==> config.mk <==
export PLATFORM = sky130hd
export DESIGN_NAME = pms_sequencer
export DESIGN_NICKNAME = d
export VERILOG_FILES = /design/src/pms_sequencer.v /design/src/pms_sync.v /design/src/pms_reset_seq.v
export VERILOG_INCLUDE_DIRS = /design/src /design/src/src
export SDC_FILE = /design/constraint.sdc
export NUM_CORES = 1
export LEC_CHECK = 0
export BUFFER_PORTS_ARGS = -buffer_cell sky130_fd_sc_hd__buf_4
export CAP_MARGIN = 20
export CORE_MARGIN = 5
export CORE_UTILIZATION = 44
export DETAILED_ROUTE_END_ITERATION = 10
export GPL_ROUTABILITY_DRIVEN = 0
export MAX_ROUTING_LAYER = met4
export PLACE_DENSITY = 0.75
export REMOVE_ABC_BUFFERS = 1
export SKIP_CTS_REPAIR_TIMING = 1
export SYNTH_ARGS = -nofsm -noshare
export SYNTH_HDL_FRONTEND = slang
export SYNTH_SLANG_ARGS = --single-unit
==> constraint.sdc <==
create_clock -name clk -period 1.8 [get_ports clk]
set_input_delay 0.18 -clock clk [delete_from_list [all_inputs] [get_ports clk]]
set_output_delay 0.18 -clock clk [all_outputs]
set_load 0.02 [all_outputs]
==> src/pms_defs.vh <==
// Constants for the power mode sequencer: field positions, reset values, counts
`ifndef PMS_DEFS_VH
`define PMS_DEFS_VH

// ==========================================================================
// Operating modes, one-hot
`define PMS_MODE_W          5
`define PMS_MODE_FULL_ON    5'h01
`define PMS_MODE_ACTIVE     5'h02
`define PMS_MODE_SLEEP      5'h04
`define PMS_MODE_DEEP_SLEEP 5'h08
`define PMS_MODE_HIBERNATE  5'h10

// ==========================================================================
// PLL control register fields
`define PMS_REG_W            16
`define PMS_PLL_OFF_BIT      1
`define PMS_PLL_SLEEP_BIT    3
`define PMS_PLL_DEEP_BIT     5
`define PMS_PLL_BYPASS_BIT   8
`define PMS_PLL_KEEP_MASK    16'h0102
`define PMS_PLL_RESET        16'h0000

// ==========================================================================
// Regulator control register fields
`define PMS_VR_REGULATOR_FIELD_A_MSB      1
`define PMS_VR_REGULATOR_FIELD_A_LSB      0
`define PMS_REGULATOR_FIELD_A_HIBERNATE   2'h0
`define PMS_REGULATOR_FIELD_A_RESTORE     2'h3
`define PMS_VR_EN_NET_BIT    8
`define PMS_VR_EN_PHY_BIT    9
`define PMS_VR_EN_RTC_BIT    10
`define PMS_VR_SDRAM_BIT     15
`define PMS_VR_RESET         16'h0003

// ==========================================================================
// Sizes and timing counts
`define PMS_WAKE_W           8
`define PMS_RESET_CYCLES     16

`endif

==> src/pms_sequencer.v <==
// Power mode sequencer: five operating modes, hibernate entry and wake handling
`timescale 1ns/1ps
`default_nettype none
`include "pms_defs.vh"

// ==========================================================================
// Overview of operation
// - After reset: full-on, PLL enabled unbypassed, both clocks running, core powered.
// - Active mode: PLL bypassed, and enabled unless its off bit is set; clocks run at input clock.
// - Sleep mode: core clock gated, PLL and system clock keep running.
// - Enabled wakeup in sleep: bypass clear goes full-on, set goes active.
// - No system DMA grants into level-one memory while sleeping.
// - Deep sleep: PLL off, both clocks gated, no internal resource access.
// - Deep sleep exits only on RTC interrupt (active) or reset (full-on).
// - Writing frequency field zero enters hibernate: core supply, clocks, PLL off.
// - That same write drives both external wake outputs low.
// - Hibernate three-states the pins under pin_oe_n; wake and SDRAM hold outputs stay driven.
// - Enabled network, PHY, RTC wake or reset leaves hibernate via reset sequence.
// - External wake outputs rise to signal a hibernate wake event.
// - Regulator control register survives hibernate; other state is lost.
// - Regulator bit holds SDRAM in self-refresh through hibernate and reset.
// - Wake outputs are active high: high requests power-up.

module pms_sequencer #(
  parameter WAKE_W       = `PMS_WAKE_W,
  parameter RESET_CYCLES = `PMS_RESET_CYCLES
) (
  input  wire              clk,                     // 50 MHz system clock
  input  wire              rst_n,                   // Power-on reset, async, active low
  input  wire              pll_wr,                  // Write strobe, PLL control
  input  wire [15:0]       pll_wdata,               // Write data, PLL control
  input  wire              vr_wr,                   // Write strobe, regulator control
  input  wire [15:0]       vr_wdata,                // Write data, regulator control
  input  wire [WAKE_W-1:0] wake_irq,                // Async wakeup requests
  input  wire [WAKE_W-1:0] wakeup_enable_regs,      // Wakeup enables, same clock
  input  wire              rtc_wake,                // Async RTC wake, active high
  input  wire              eth_usb_wake,            // Async network/USB wake, active high
  input  wire              phy_wake_pin_n,          // Async PHY interrupt pin, active low
  input  wire              reset_pin_n,             // Async reset pin, active low
  input  wire              dma_l1_req,              // System DMA request into L1
  output reg  [4:0]        op_mode,                 // Current mode, one-hot
  output reg               pll_enable,              // PLL powered and running
  output reg               pll_bypassed,            // Clocks taken from input clock
  output reg               core_clock_signal_en,    // Core clock gate enable
  output reg               sys_clk_en,              // System clock gate enable
  output reg               core_supply_on,          // Core supply on
  output reg               periph_access_en,        // Internal resource access allowed
  output reg               pin_oe_n,                // Pin drivers, low while driving
  output reg               dma_l1_gnt,              // DMA grant into L1
  output reg               external_wake_out_a,     // Regulator wake, high = power-up
  output reg               external_wake_out_b,     // Regulator wake, high = power-up
  output reg               sdram_self_refresh_hold, // Keep SDRAM in self-refresh
  output reg               hw_reset,                // Hardware reset sequence active
  output reg  [15:0]       pll_control_reg,         // PLL control readback
  output reg  [15:0]       regulator_control_reg    // Regulator control readback
);

  localparam [4:0] S_FULL  = `PMS_MODE_FULL_ON;
  localparam [4:0] S_ACT   = `PMS_MODE_ACTIVE;
  localparam [4:0] S_SLEEP = `PMS_MODE_SLEEP;
  localparam [4:0] S_DEEP  = `PMS_MODE_DEEP_SLEEP;
  localparam [4:0] S_HIB   = `PMS_MODE_HIBERNATE;
  localparam SW = WAKE_W + 4;

  // ========================================================================
  // Control decode per mode, msb first: pll_en, bypass, core_clock_signal, sclk, pins driven, power
  // Bypass follows the mode alone: active always runs on the input clock
  function [5:0] mode_ctrl;
    input [4:0] m;
    begin
      case (m)
        S_FULL:  mode_ctrl = 6'h2f;
        S_ACT:   mode_ctrl = 6'h3f;
        S_SLEEP: mode_ctrl = 6'h27;
        // Deep sleep keeps only core power and driven pins
        S_DEEP:  mode_ctrl = 6'h03;
        S_HIB:   mode_ctrl = 6'h00;
        // Unknown codes fall back to the safe full-on settings
        default: mode_ctrl = 6'h2f;
      endcase
    end
  endfunction

  // ========================================================================
  // Input synchronisers
  wire [SW-1:0] sync_out;
  wire [WAKE_W-1:0] wake_s;
  wire          rtc_s;
  wire          net_s;
  wire          phy_n_s;
  wire          rstpin_n_s;

  pms_sync #(
    .WIDTH   (SW),
    .RST_VAL ({{WAKE_W{1'b0}}, 4'h3})
  ) u_sync (
    .clk   (clk),
    .rst_n (rst_n),
    .din   ({wake_irq, rtc_wake, eth_usb_wake, phy_wake_pin_n, reset_pin_n}),
    .dout  (sync_out)
  );

  assign wake_s     = sync_out[SW-1:4];
  assign rtc_s      = sync_out[3];
  assign net_s      = sync_out[2];
  assign phy_n_s    = sync_out[1];
  assign rstpin_n_s = sync_out[0];

  // ========================================================================
  // Reset sequence timer
  reg  seq_start;
  wire seq_busy;

  pms_reset_seq #(
    .CYCLES (RESET_CYCLES)
  ) u_rseq (
    .clk   (clk),
    .rst_n (rst_n),
    .start (seq_start),
    .busy  (seq_busy)
  );

  // ========================================================================
  // State
  reg [4:0]  mode_r;
  reg [4:0]  mode_nxt;
  reg [15:0] pll_r;
  reg [15:0] pll_nxt;
  reg [15:0] vr_r;
  reg [15:0] vr_nxt;
  reg        hib_seq_r;
  reg        hib_seq_nxt;
  reg        wake_any;
  reg        hib_wake;
  reg        run_req;
  wire [5:0] ctrl_nxt;

  assign ctrl_nxt = mode_ctrl(mode_nxt);

  // ========================================================================
  // Decoded controls for the mode about to be entered
  wire ctl_pll_en;
  wire ctl_bypass;
  wire ctl_core_clock_signal;
  wire ctl_sclk;
  wire ctl_pins;
  wire ctl_power;
  wire nx_act;
  wire nx_hib;
  wire nx_run;

  assign ctl_pll_en = ctrl_nxt[5];
  assign ctl_bypass = ctrl_nxt[4];
  assign ctl_core_clock_signal   = ctrl_nxt[3];
  assign ctl_sclk   = ctrl_nxt[2];
  assign ctl_pins   = ctrl_nxt[1];
  assign ctl_power  = ctrl_nxt[0];
  assign nx_act     = (mode_nxt == S_ACT);
  assign nx_hib     = (mode_nxt == S_HIB);
  // Only full-on and active may carry L1 DMA; sleep and below refuse it
  assign nx_run     = (mode_nxt == S_FULL) | (mode_nxt == S_ACT);

  // ========================================================================
  // Next-state logic
  always @* begin
    mode_nxt    = mode_r;
    pll_nxt     = pll_r;
    vr_nxt      = vr_r;
    seq_start   = 1'b0;
    hib_seq_nxt = hib_seq_r & seq_busy;
    wake_any = |(wake_s & wakeup_enable_regs);
    hib_wake = (net_s & vr_r[`PMS_VR_EN_NET_BIT])
             | (~phy_n_s & vr_r[`PMS_VR_EN_PHY_BIT])
             | (rtc_s & vr_r[`PMS_VR_EN_RTC_BIT]);
    run_req = 1'b0;
    // Reset pin wins over every request, a same-cycle wake included
    if (!rstpin_n_s) begin
      mode_nxt  = S_FULL;
      pll_nxt   = `PMS_PLL_RESET;
      seq_start = 1'b1;
      if (mode_r == S_HIB) begin
        vr_nxt[`PMS_VR_REGULATOR_FIELD_A_MSB:`PMS_VR_REGULATOR_FIELD_A_LSB] = `PMS_REGULATOR_FIELD_A_RESTORE;
        hib_seq_nxt = 1'b1;
      end
    end else begin
      case (mode_r)
        S_FULL, S_ACT: begin
          run_req = ~seq_busy;
        end
        S_SLEEP: begin
          // bypass bit picks the wake target
          if (wake_any) begin
            mode_nxt = pll_r[`PMS_PLL_BYPASS_BIT] ? S_ACT : S_FULL;
          end
        end
        S_DEEP: begin
          if (rtc_s) begin
            mode_nxt = S_ACT;
          end
        end
        S_HIB: begin
          // wake starts the hardware reset sequence
          if (hib_wake) begin
            mode_nxt    = S_FULL;
            pll_nxt     = `PMS_PLL_RESET;
            seq_start   = 1'b1;
            hib_seq_nxt = 1'b1;
            vr_nxt[`PMS_VR_REGULATOR_FIELD_A_MSB:`PMS_VR_REGULATOR_FIELD_A_LSB] = `PMS_REGULATOR_FIELD_A_RESTORE;
          end
        end
        default: begin
          mode_nxt = S_FULL;
        end
      endcase
    end
    // Software requests only while running and not in a reset sequence
    if (run_req) begin
      if (vr_wr) begin
        vr_nxt = vr_wdata;
      end
      if (vr_wr && vr_wdata[`PMS_VR_REGULATOR_FIELD_A_MSB:`PMS_VR_REGULATOR_FIELD_A_LSB] == `PMS_REGULATOR_FIELD_A_HIBERNATE) begin
        mode_nxt = S_HIB;
      end else if (pll_wr) begin
        pll_nxt = pll_wdata & `PMS_PLL_KEEP_MASK;
        // PLL control input must be back on
        if (pll_wdata[`PMS_PLL_SLEEP_BIT] && !pll_wdata[`PMS_PLL_OFF_BIT]) begin
          mode_nxt = S_SLEEP;
        end else if (pll_wdata[`PMS_PLL_DEEP_BIT]) begin
          mode_nxt = S_DEEP;
        end else if (pll_wdata[`PMS_PLL_BYPASS_BIT]) begin
          mode_nxt = S_ACT;
        end else if (!pll_wdata[`PMS_PLL_OFF_BIT]) begin
          mode_nxt = S_FULL;
        end
      end
    end
  end

  // ========================================================================
  // Registers and registered outputs
  always @(posedge clk or negedge rst_n) begin
    if (!rst_n) begin
      mode_r                  <= S_FULL;
      op_mode                 <= S_FULL;
      pll_r                   <= `PMS_PLL_RESET;
      pll_control_reg         <= `PMS_PLL_RESET;
      vr_r                    <= `PMS_VR_RESET;
      regulator_control_reg   <= `PMS_VR_RESET;
      hib_seq_r               <= 1'b0;
      pll_enable              <= 1'b1;
      pll_bypassed            <= 1'b0;
      core_clock_signal_en    <= 1'b1;
      sys_clk_en              <= 1'b1;
      core_supply_on          <= 1'b1;
      periph_access_en        <= 1'b1;
      pin_oe_n                <= 1'b0;
      dma_l1_gnt              <= 1'b0;
      external_wake_out_a     <= 1'b1;
      external_wake_out_b     <= 1'b1;
      sdram_self_refresh_hold <= 1'b0;
      hw_reset                <= 1'b0;
    end else begin
      // state moves only through the next-state logic
      mode_r                <= mode_nxt;
      op_mode               <= mode_nxt;
      pll_r                 <= pll_nxt;
      pll_control_reg       <= pll_nxt;
      // kept through hibernate; the exit reset sets only field A back to 3
      vr_r                  <= vr_nxt;
      regulator_control_reg <= vr_nxt;
      hib_seq_r             <= hib_seq_nxt;
      pll_enable            <= ctl_pll_en & ~(nx_act & pll_nxt[`PMS_PLL_OFF_BIT]);
      pll_bypassed          <= ctl_bypass;
      core_clock_signal_en  <= ctl_core_clock_signal;
      sys_clk_en            <= ctl_sclk;
      core_supply_on        <= ctl_power;
      // no internal access with clocks stopped
      periph_access_en      <= ctl_sclk;
      pin_oe_n              <= ~ctl_pins;
      // no L1 DMA grant while asleep
      dma_l1_gnt            <= dma_l1_req & nx_run & ~seq_start & ~seq_busy;
      // low only in hibernate, high on wake
      external_wake_out_a   <= ~nx_hib;
      external_wake_out_b   <= ~nx_hib;
      // hold self-refresh through hibernate and the reset after it
      sdram_self_refresh_hold <= vr_nxt[`PMS_VR_SDRAM_BIT] & (nx_hib | hib_seq_nxt);
      hw_reset              <= seq_start | seq_busy;
    end
  end

endmodule
`default_nettype wire

==> src/pms_sync.v <==
// Two flip-flop synchroniser for a vector of asynchronous levels
`timescale 1ns/1ps
`default_nettype none

module pms_sync #(
  parameter WIDTH   = 4,
  parameter RST_VAL = 4'h0
) (
  input  wire             clk,    // System clock
  input  wire             rst_n,  // Async reset, active low
  input  wire [WIDTH-1:0] din,    // Asynchronous inputs
  output wire [WIDTH-1:0] dout    // Synchronised levels
);

  reg [WIDTH-1:0] meta_r;
  reg [WIDTH-1:0] sync_r;

  // ========================================================================
  // First stage feeds only the second
  always @(posedge clk or negedge rst_n) begin
    if (!rst_n) begin
      meta_r <= RST_VAL;
      sync_r <= RST_VAL;
    end else begin
      meta_r <= din;
      sync_r <= meta_r;
    end
  end

  assign dout = sync_r;

endmodule
`default_nettype wire

==> src/pms_reset_seq.v <==
// Hardware reset sequence timer, restartable
`timescale 1ns/1ps
`default_nettype none

module pms_reset_seq #(
  parameter CYCLES = 16
) (
  input  wire clk,    // System clock
  input  wire rst_n,  // Async reset, active low
  input  wire start,  // Pulse or level: (re)starts the sequence
  output reg  busy    // High while the sequence runs
);

  localparam integer  CW     = $clog2(CYCLES + 1);
  localparam integer  LAST_I = CYCLES - 1;
  localparam [CW-1:0] LAST   = LAST_I[CW-1:0];

  reg [CW-1:0] cnt_r;

  // ========================================================================
  // Count down; a new start while busy restarts the full length
  always @(posedge clk or negedge rst_n) begin
    if (!rst_n) begin
      cnt_r <= {CW{1'b0}};
      busy  <= 1'b0;
    end else if (start) begin
      cnt_r <= LAST;
      busy  <= 1'b1;
    end else if (busy) begin
      if (cnt_r == {CW{1'b0}}) begin
        busy <= 1'b0;
      end else begin
        cnt_r <= cnt_r - {{(CW-1){1'b0}}, 1'b1};
      end
    end
  end

endmodule
`default_nettype wire

# [After elaboration in Yosys (flattened, before gate mapping)]
# Index checks and enable logic that the tools add are counted.
# W data, S select, Z words.
[word_totals] elab_cells=104 out_inout_bits=49 reg_bits=78 inputBits=57
[op_classes] addsub=1 n_bitwise=22 muxes=41 n_reduce_logical=10 n_eq_ne=11
[ops] cell="$mux W16" count=8
[ops] cell="$mux W5" count=14
[ops] cell="$pmux W6 S4" count=1
[ops] cell="$pmux W5 S4" count=1
[ops] cell="$mux W1" count=12
[ops] cell="$and A1 B1 Y1" count=10
[ops] cell="$eq A5 B1 Y1 const B" count=2
[ops] cell="$eq A5 B2 Y1 const B" count=2
[ops] cell="$eq A5 B3 Y1 const B" count=2
[ops] cell="$eq A5 B4 Y1 const B" count=2
[ops] cell="$eq A5 B5 Y1 const B" count=2
[ops] cell="$mux W2" count=5
[ops] cell="$and A8 B8 Y8" count=1
[ops] cell="$reduce_or A8 Y1" count=1
[ops] cell="$not A1 Y1" count=6
[ops] cell="$logic_not A5 Y1" count=1
[ops] cell="$or A1 B1 Y1" count=5
[ops] cell="$sub A5 B1 Y5 const B" count=1
[ops] cell="$reduce_and A2 Y1" count=2
[ops] cell="$logic_and A1 B1 Y1" count=2
[ops] cell="$logic_not A2 Y1" count=1
[ops] cell="$ne A2 B2 Y1 const B" count=1
[ops] cell="$reduce_bool A2 Y1" count=1
[ops] cell="$reduce_or A2 Y1" count=1
[ops] cell="$logic_not A1 Y1" count=1

# [Longest topological paths before layout]
# Gate-level depths: netlist of run 1.
[depth] word_depth=19 mapped_depth=7 ltp_nobuf=7

# [Hierarchy]
# A second synthesis of run 1 with hierarchy kept.
[unflattened] cells_unflattened=225 hier_area_um2=3012.9
[modules_own_cells] mod="pms_sequencer" area_per_inst_um2=2119.5 cells_each=174 instances=1 seq_area_each_um2=1211.2
[modules_own_cells] mod="pms_sync" area_per_inst_um2=605.6 cells_each=24 instances=1 seq_area_each_um2=605.6
[modules_own_cells] mod="pms_reset_seq" area_per_inst_um2=287.8 cells_each=27 instances=1 seq_area_each_um2=150.1

# [Worst setup path before layout of run 1]
# Ideal clock, no wire load.
[synth_path] path_kind="register to register" from="register mode_r[2]" to="register pll_r[14]" path_buffers=2 setup_slack_ns=-0.217 synth_period_minus_slack_ns=2.017 arrival_time_ns=1.898 required_ns=1.680 stages_incl_launch_ff=7 setup_ns=0.120 cell_sequence="dfrtp_1 > buf_2 > or4b_4 > a311oi_2 > nor2b_1 > clkbuf_1 > and3_1"
[synth_between] elab_chain_len=6 elab_cells_between_ends=11 cone_classes="3 x eq/ne; 7 x mux; 1 x reduce/logical"
[synth_rtl] item="start, declared" line="pms_sequencer.v:125" source="reg [4:0] mode_r;"
[synth_rtl] item="start signal, assigned" line="pms_sequencer.v:264" source="mode_r <= mode_nxt;"
[synth_rtl] item="$eq A5 B5 Y1" line="pms_sequencer.v:186" source="case (mode_r)"
[synth_rtl] item="$mux W16" line="pms_sequencer.v:186"
[synth_rtl] item="$mux W16" line="pms_sequencer.v:177" source="if (!rstpin_n_s) begin"
[synth_rtl] item="$mux W16" line="pms_sequencer.v:223" source="end else if (pll_wr) begin"
[synth_rtl] item="$mux W16" line="pms_sequencer.v:221" source="if (vr_wr && vr_wdata[`PMS_VR_REGULATOR_FIELD_A_MSB:`PMS_VR_REGULATOR_FIELD_A_LSB] == `PMS_REGULATOR_FIELD_A_H ..."
[synth_rtl] item="$mux W16 (*)" line="pms_sequencer.v:217" source="if (run_req) begin"
[synth_rtl] item="via pll_nxt[14]" line="pms_sequencer.v:128" source="reg [15:0] pll_nxt;"
[synth_rtl] item="end signal, assigned" line="pms_sequencer.v:245" source="pll_r <= `PMS_PLL_RESET;"
[synth_rtl] item="end signal, assigned" line="pms_sequencer.v:266" source="pll_r <= pll_nxt;"
[synth_rtl] item="end, declared" line="pms_sequencer.v:127" source="reg [15:0] pll_r;"
# Mark *: on every way through the listed nets, which the timed path passes. The rest lies on a longest branch.
# A chain may end at the register's enable or synchronous reset.

# [Worst setup path in the final report of run 1]
[layout_path] from="register mode_r[0]" to="register pll_r[11]"
# The elaborated chain is that of the path after synthesis.

==> metrics.txt, run 1 <==
Ys Warns 0; CP max-delay cell or4b_4; top-area cell type share of the netlist area 56.03%; die span in x 91.85 um; placed inst area 3879 um2; fin crit share 103.4%; Setup Skew around 0.012 ns; fraction of layout cells with a size suffix above 1 between 50% and 60%; Die H between 90 and 100 um; Clk pin slew, worst setup/hold paths 0.08 ns; largest net degree at the start of global routing 35; Max-Cap Viols 0; Register-to-Register Path Depth 5; First-pass DRT Iterations 4; Slew HR 70.09%; family with the most delay on the worst path simple AND/OR/NAND/NOR gates; cells after synthesis about 220; synthesized area 2948 um2; Util after Layout 68.52%; CTS Buffer Depth 2; kind of critical path reg -> reg; DRT Wirelength 7.215 mm; DR vias/cell 5.126; sequential-to-total area share from yosys stat 66.72%; number of I/O port buffers 93; top cells by area, synth dfrtp_1 (56%), dfstp_2 (11%), mux2_2 (5.3%); Final WS setup -0.06157 ns; clock sink count 78; # DRC 0; Hold Path Class in -> reg; Worst R2R Start mode_r[0]; Critical Path Max Stage Delay 0.56 ns; WP data arrival 2.09 ns; EDFF count, synth 0; violated checks negative setup slack; asr flop ratio synth 100.0%; die area 8436 um2; count of endpoints failing setup in the final report 17; Leakage 2.195 nW; Fmax 537.2 MHz; Cell variety after synth 46; Reg2Reg Setup Slack -0.06 ns; largest area contributor in the netlist dfrtp_1; GRT overflow 0; Max VDD drop 680.7 uV; FP Rows 29; WL per Instance 16.47 um; Clock Tree Root clkbuf_8; stages on the worst setup path 5; worst setup path endpoint pll_r[11]; Layout Nets 415; crit path time final 1.862 ns; All-Layer GR Usage 16.98%; initial antenna violation count 0; DP HPWL 4.972 mm; Final Hold Fails 0; Avg Inst Size Synth 13.16 um2; #FFs+latches synth 78; Num CTS Buffers 9; Worst Tran Pin Value 0.4487 ns; via count 2245; Final Slew Violations 0; worst path cell trace or4b_4 -> a311oi_4 -> nor2b_1 -> buf_12 -> and3_1; post-route ant nets 0; design area 4400 um2; CP max FO 23; Critical R2R Capture pll_r[11]; first-pass GRT wire length 10.98 mm; RSZ-0062 raised after global routing true; H-tree levels 3; CTS tree built; Initial Utilization 45.90%; clk_lat worst skew ~0.35 ns; Detailed Route Iter0 Violations about 120; CP Launch Type flop; CP endpoint kind flop; IO Pins ~110; status finished, violations left; Pwr Density 782.5 nW/um2; worst path required time 2.03 ns; dominant synthesized flop cell dfrtp_1; number of global-route vias before repair ~2200; synthesis-to-layout area growth 49.28%; CP Launch Point mode_r[0]; critical path buffer and inverter count 1; core area ~6400 um2; Antenna Cells 0
worst min-delay path by stage:
stage | startpoint | to | slack (ns) | depth (start not counted)
after floorplan | rst_n | dma_l1_gnt | -0.12 | 0
after global placement | rst_n | u_rseq.busy | 0.16 | 1
after detailed placement | rst_n | u_rseq.busy | 0.16 | 1
after CTS | rst_n | u_rseq.busy | -0.21 | 1
after global routing | vr_wdata[6] | vr_r[6] | 0.04 | 2
final | vr_wdata[9] | vr_r[9] | 0.06 | 2
registers in the layout (all words and copies together), names as in the netlist, 5 cells and up:
register and count:
u_rseq.cnt_r 5, vr_r 16, pll_r 16, u_sync.dout 12
mode_r 5, u_sync.meta_r 12
cell families (layout without fill, tap and decap cells):
kind of cell | after synthesis | in the layout | synth area share [%]
xor+xnor | 6 | 6 | 1.783
simple gates | 72 | 72 | 13.54
mux | 15 | 15 | 5.857
flops | 78 | 78 | 66.72
buf+inv | 18 | 155 | 2.886
compound gates | 33 | 33 | 8.362
fa+ha+maj | 2 | 2 | 0.8488
routing by layer:
metal,global-route usage (%),share of wire (%),vias to the layer above
met2,25.00,50,83
met5,-,0,-
li1,-,-,1047
met1,21.73,41,1102
met4,6.188,1.6,0
met3,6.056,7.7,13
report_power, final:
group,switching [W],internal (W)
clock network,0.000622,0.000822
logic,0.0000860,0.000108
registers,0.0000171,0.00179
cell usage in the layout, fill, tap and decap left out, drive strengths merged, types with 3 or more instances in the layout:
cell / n
buf: 117
clkinv: 3
o21ai: 6
dfstp: 12
and3: 15
nand2b: 5
a22oi: 4
dlygate4sd3: 13
clkbuf: 11
a211oi: 3
nor2b: 3
o22a: 3
nand3: 6
mux2: 15
a21oi: 4
xor2: 3
xnor2: 3
nor4: 3
inv: 9
nor2: 9
dfrtp: 66
nand2: 18
through the flow:
stage / setup slack (ns) / hold slack [ns] / power (W) / TNS [ns] / cells
floorplan: -0.3230 / -0.1156 / 0.001870 / -5.404 / 215
global placement: -0.1298 / 0.1631 / 0.002003 / -1.449 / 405
detailed placement: -0.1356 / 0.1598 / 0.002009 / -2.268 / 405
CTS: -0.1607 / -0.2116 / 0.003450 / -2.886 / 421
global route: -0.1025 / 0.04233 / 0.003575 / -1.591 / 438
finish: -0.06157 / 0.05966 / 0.003443 / -0.6497 / 438
synth_stat cells (all sizes together) (3+ instances only):
cell	number
inv	9
xnor2	3
nor2b	3
nand3	6
a21oi	4
xor2	3
nand2b	5
a211oi	3
a22oi	4
nor4	3
o21ai	6
buf	5
and3	15
mux2	15
o22a	3
nand2	18
dfstp	12
nor2	9
clkbuf	4
dfrtp	66
final cells by class:
type / instances / area [um2]
Fill cell: 469 / 2022
Sequential cell: 78 / 1971
Timing Repair Buffer: 130 / 1059
Multi-Input combinational cell: 128 / 1017
Clock buffer: 11 / 141.4
Tap cell: 77 / 96.34
Clock inverter: 5 / 82.58
Inverter: 9 / 33.78
(Power assumes the default switching activity.)
==> run 2, diff against run 1 <==
- RECOVER_POWER: default -> 50
==> run 2 against run 1 <==
  * The run still ends with negative setup slack left
  * Sequential share of layout area rose by 0.15 points
  * Critical endpoint is now pll_r[14]
  * Worst hold slack improved by 0.0064 ns
  * Global-route usage did not move
  * Total power fell by 0.38%
  * Die area did not move
  * Sequential power barely moved
  * Non-clock buffer count did not move
  * Wire length fell by 0.65%
  * Highest routed layer unchanged
  * Flip-flop and latch count did not move
  * Critical path depth did not move
  * Largest power group unchanged
  * Fmax barely moved
==> metrics.txt, run 2 (same netlist as run 1, synthesis figures left out) <==
via count 2235; final non-filler cell total 438; Num CTS Buffers 9; GRT overflow 0; WL per Instance 16.37 um; register area 1971 um2; die area about 8400 um2; clock sink count 78; first-pass GRT wire length between 10 and 15 mm; Final Hold Fails 0; CP endpoint kind flop; Leakage 2.187 nW; Register-to-Register Path Depth 5; CP max FO 23; Detailed Route Iter0 Violations 110; Antenna Cells 0; Clock Tree Root clkbuf_8; Layout Nets 415; fill count between 400 and 500; Pwr Density 782.2 nW/um2; All-Layer GR Usage 16.98%; DR vias/cell 5.103; kind of critical path reg -> reg; Initial Utilization around 46%; FP Rows 29; RSZ-0062 raised after global routing true; die span in x between 90 and 100 um; Worst Tran Pin Value 0.8366 ns; Hold Path Class in -> reg; number of global-route vias before repair 2206; Final Hold Slack roughly 0.066 ns; Max VDD drop a little under 700 uV; largest net degree at the start of global routing 35; Max-Cap Viols 0; Setup Skew 0.01032 ns; Final Slew Violations 0; Slew HR 44.22%; fraction of layout cells with a size suffix above 1 between 50% and 60%; most frequent cells in the layout buf_4 (100), dfrtp_1 (63), nand2_1 (17), and3_1 (14), mux2_2 (14); WP data arrival ~2.1 ns; CTS Buffer Depth 2; fin crit share 103.5%; synthesis-to-layout area growth 48.77%; clk_lat worst skew 0.34 ns; violated checks negative setup slack; H-tree levels 3; post-route ant nets 0; commonest non-fill, non-tap cell in the layout buf_4; IO Pins 106; DP HPWL 4.972 mm; initial antenna violation count 0; number of I/O port buffers 93; crit path time final ~1.9 ns; Fmax 536.8 MHz; CTS tree built; Clk pin slew, worst setup/hold paths 0.08 ns; count of endpoints failing setup in the final report 17; core area ~6400 um2; Largest regs pll_r x16, vr_r x16; Die H between 90 and 100 um; DRT Wirelength ~7 mm; Final WS setup -0.06299 ns; First-pass DRT Iterations 4; worst path required time 2.02 ns; CP Launch Type flop; placed cell count 405; status finished, violations left; # DRC 0; hold depth 2; area of the multi-input gates 1017 um2
-- run 2: cell types whose count changed in the layout (fill, tap and decap cells not counted), sizes merged --
cell    previous run  this run
buf              117       103
clkbuf            11        25
-- run 2: final timing paths --
path	slack, ns	endpoint	from
worst min-delay path	0.07	vr_r[9]	vr_wdata[9]
max in group asynchronous	0.31	vr_r[3]	rst_n
min in group asynchronous	0.47	u_rseq.busy	rst_n
worst min register to register	0.35	u_sync.dout[3]	u_sync.meta_r[3]
worst max register to register	-0.06	pll_r[14]	mode_r[0]
worst max-delay path	-0.06	pll_r[14]	mode_r[0]
-- run 2: layer usage --
layer / wire (um) / GRT usage (%) / part of all wire, % / vias to the layer above
li1: - / - / - / 1046
met1: 2872 / 21.73 / 40 / 1092
met2: 3635 / 25.00 / 51 / 89
met3: 581 / 6.056 / 8.1 / 8
met4: 78 / 6.188 / 1.1 / 0
met5: 0 / - / 0 / -
-- run 2: final cells by class --
cell class / instances / share of cell area, %
Clock buffer: 11 / 3.224
Clock inverter: 5 / 1.883
Inverter: 9 / 0.7703
Multi-Input combinational cell: 128 / 23.20
Sequential cell: 78 / 44.94
Tap cell: 77 / 2.197
Timing Repair Buffer: 130 / 23.79
-- run 2: stage by stage --
step	cell area (um2)	utilization, %	setup TNS (ns)	power (W)	worst slack, ns
2_1_floorplan	2897	-	-5.404	0.001870	-0.3230
3_3_place_gp	3879	60.39	-1.449	0.002003	-0.1298
3_5_place_dp	3879	60.39	-2.268	0.002009	-0.1356
4_1_cts	4103	63.88	-2.886	0.003450	-0.1607
5_1_grt	4385	68.28	-1.591	0.003569	-0.1025
6_report	4385	68.28	-0.6902	0.003430	-0.06299
-- run 2: worst max-delay path, cell delays in order, from the launching register on --
cell and delay [ns]:
dfstp_2 0.39, or4b_4 0.56, a311oi_4 0.29, nor2b_1 0.14, buf_12 0.17, and3_1 0.19
-- run 2: power by group --
part | total, W | switching (W) | internal (W)
clock network | 0.00144 | 0.000615 | 0.000822
registers | 0.00181 | 0.0000169 | 0.00179
logic | 0.000188 | 0.0000845 | 0.000103
total | 0.00343 | 0.000717 | 0.00271
==> run 3, diff against run 2 <==
- CORE_UTILIZATION: 44 -> 46
- CTS_BUF_LIST: default -> sky130_fd_sc_hd__clkbuf_4
- PLACE_DENSITY: 0.75 -> 0.78
==> run 3 against run 2 <==
  * The flow still finishes with violations (negative setup slack)
  * Via count grew 3.9%
  * Final cell count is 3.0% higher
  * First-iteration DRC count grew 24%
  * Critical path type unchanged
  * Non-clock buffer count grew 13
  * Largest cell class unchanged
  * Largest power group unchanged
  * Worst setup slack lost 0.025 ns
  * Total power is 11% lower
  * Worst hold slack worse by 0.044 ns
  * Clock power is 28% lower
==> metrics.txt, run 3 (same netlist as run 1, synthesis figures left out) <==
fin crit share 104.9%; initial antenna violation count 0; CTS Buffer Depth 2; Largest regs pll_r x16, vr_r x16; DRT Wirelength 7.473 mm; Leakage between 2 and 2.5 nW; CP max-delay cell dfrtp_1; largest net degree at the start of global routing 43; placed cell count 405; Critical Path Max Stage Delay 0.43 ns; clock sink count 78; Antenna Cells 0; Num CTS Buffers 9; die area 8109 um2; via count 2323; Final Hold Slack 0.02253 ns; CP endpoint kind flop; kind of critical path reg -> reg; Final WS setup -0.08777 ns; status finished, violations left; # DRC 0; Setup Skew 0.01445 ns; Detailed Route Iter0 Violations 136; Top Usage Layer GRT met2; clk_lat worst skew 0.41 ns; First-pass DRT Iterations 6; most frequent cells in the layout buf_4 (95), dfrtp_1 (65), dlygate4sd3_1 (29), clkbuf_4 (23), nand2_1 (16); GRT overflow 0; Slew HR ~30%; FP Rows 29; worst path required time ~2.1 ns; fraction of layout cells with a size suffix above 1 46.79%; Fmax 529.7 MHz; All-Layer GR Usage 17.76%; register area 1968 um2; TNS Setup -0.1752 ns; WL per Instance between 15 and 20 um; Max VDD drop 617.3 uV; total power 0.003059 W; WP data arrival 2.22 ns; number of global-route vias before repair approximately 2300; Initial Utilization 46.96%; Max-Cap Viols 0; Worst Tran Pin Value 1.052 ns; Pwr Density 697.5 nW/um2; commonest non-fill, non-tap cell in the layout buf_4; worst path cell trace nor4_2 -> buf_4 -> and2_1 -> nand4_1 -> mux2_4 -> a211oi_2; Die H about 90 um; H-tree levels 3; die span in x 90.05 um; Final Slew Violations 0; violated checks negative setup slack; Hold Path Class in -> reg; number of I/O port buffers 93; CTS tree built; Final Hold Fails 0; DP HPWL 4.858 mm; met3 Use GR 5.175%; final non-filler cell total 451; IO Pins 106; DR vias/cell 5.151; RSZ-0062 raised after global routing true; Layout Nets 428; crit path time final about 1.9 ns; CP max FO 5; fill count ~460; pre-CTS setup slack -0.1343 ns; Clock Tree Root clkbuf_4; Clk pin slew, worst setup/hold paths roughly 0.12 ns; met2 Use GR 26.59%; area of the multi-input gates 997.2 um2; post-route ant nets 0; synthesis-to-layout area growth 48.77%; GR Layer Usage met1 22.50%; count of endpoints failing setup in the final report 13; first-pass GRT wire length between 10 and 15 mm; CP Launch Type flop; core area 6277 um2
-- run 3: cell types whose count changed in the layout (fill, tap and decap cells not counted), sizes merged --
cell,previous run,this run
clkinvlp,0,1
dlygate4sd3,13,29
buf,103,97
bufinv,2,1
clkbuf,25,28
-- run 3: worst paths after layout --
path	from	end	slack [ns]	cells past startpoint
worst min-delay path	vr_wdata[1]	vr_r[1]	0.02	2
worst min register to register	u_sync.meta_r[8]	u_sync.dout[8]	0.36	0
worst max-delay path	u_rseq.busy	pll_enable	-0.09	6
worst max register to register	u_rseq.busy	pll_enable	-0.09	6
max in group asynchronous	rst_n	vr_r[6]	0.37	3
min in group asynchronous	rst_n	u_rseq.busy	0.48	2
-- run 3: worst max-delay path, delay by kind of cell (launching register included) --
| kind | cells | cell delay [ns] |
|---|---|---|
| compound gates | 1 | 0.21 |
| flops | 1 | 0.43 |
| mux | 1 | 0.35 |
| buf+inv | 1 | 0.19 |
| simple gates | 3 | 0.62 |
-- run 3: cell type report --
type / instances / area share (%)
clock inverters: 5 / 1.170
flip-flops and latches: 78 / 44.88
multi-input cells: 128 / 22.74
repair buffers: 143 / 26.36
clock buffers: 11 / 1.883
well taps: 77 / 2.197
inverters: 9 / 0.7703
-- run 3: power breakdown --
group / internal (W) / switching (W)
Clock: 0.000447 / 0.000586
Combinational: 0.000126 / 0.0000940
Sequential: 0.00179 / 0.0000170
-- run 3: metal layers --
layer,up-vias,wire length [um]
met2,100,3770
met1,1128,2975
met3,22,500
met5,-,0
li1,1073,-
met4,0,226
-- run 3: metrics by stage --
step                area [um2]  util, %
CTS                       4000    63.72
finish                    4385    69.86
global route              4385    69.86
global placement          3866    61.59
detailed placement        3866    61.59
floorplan                 2897        -
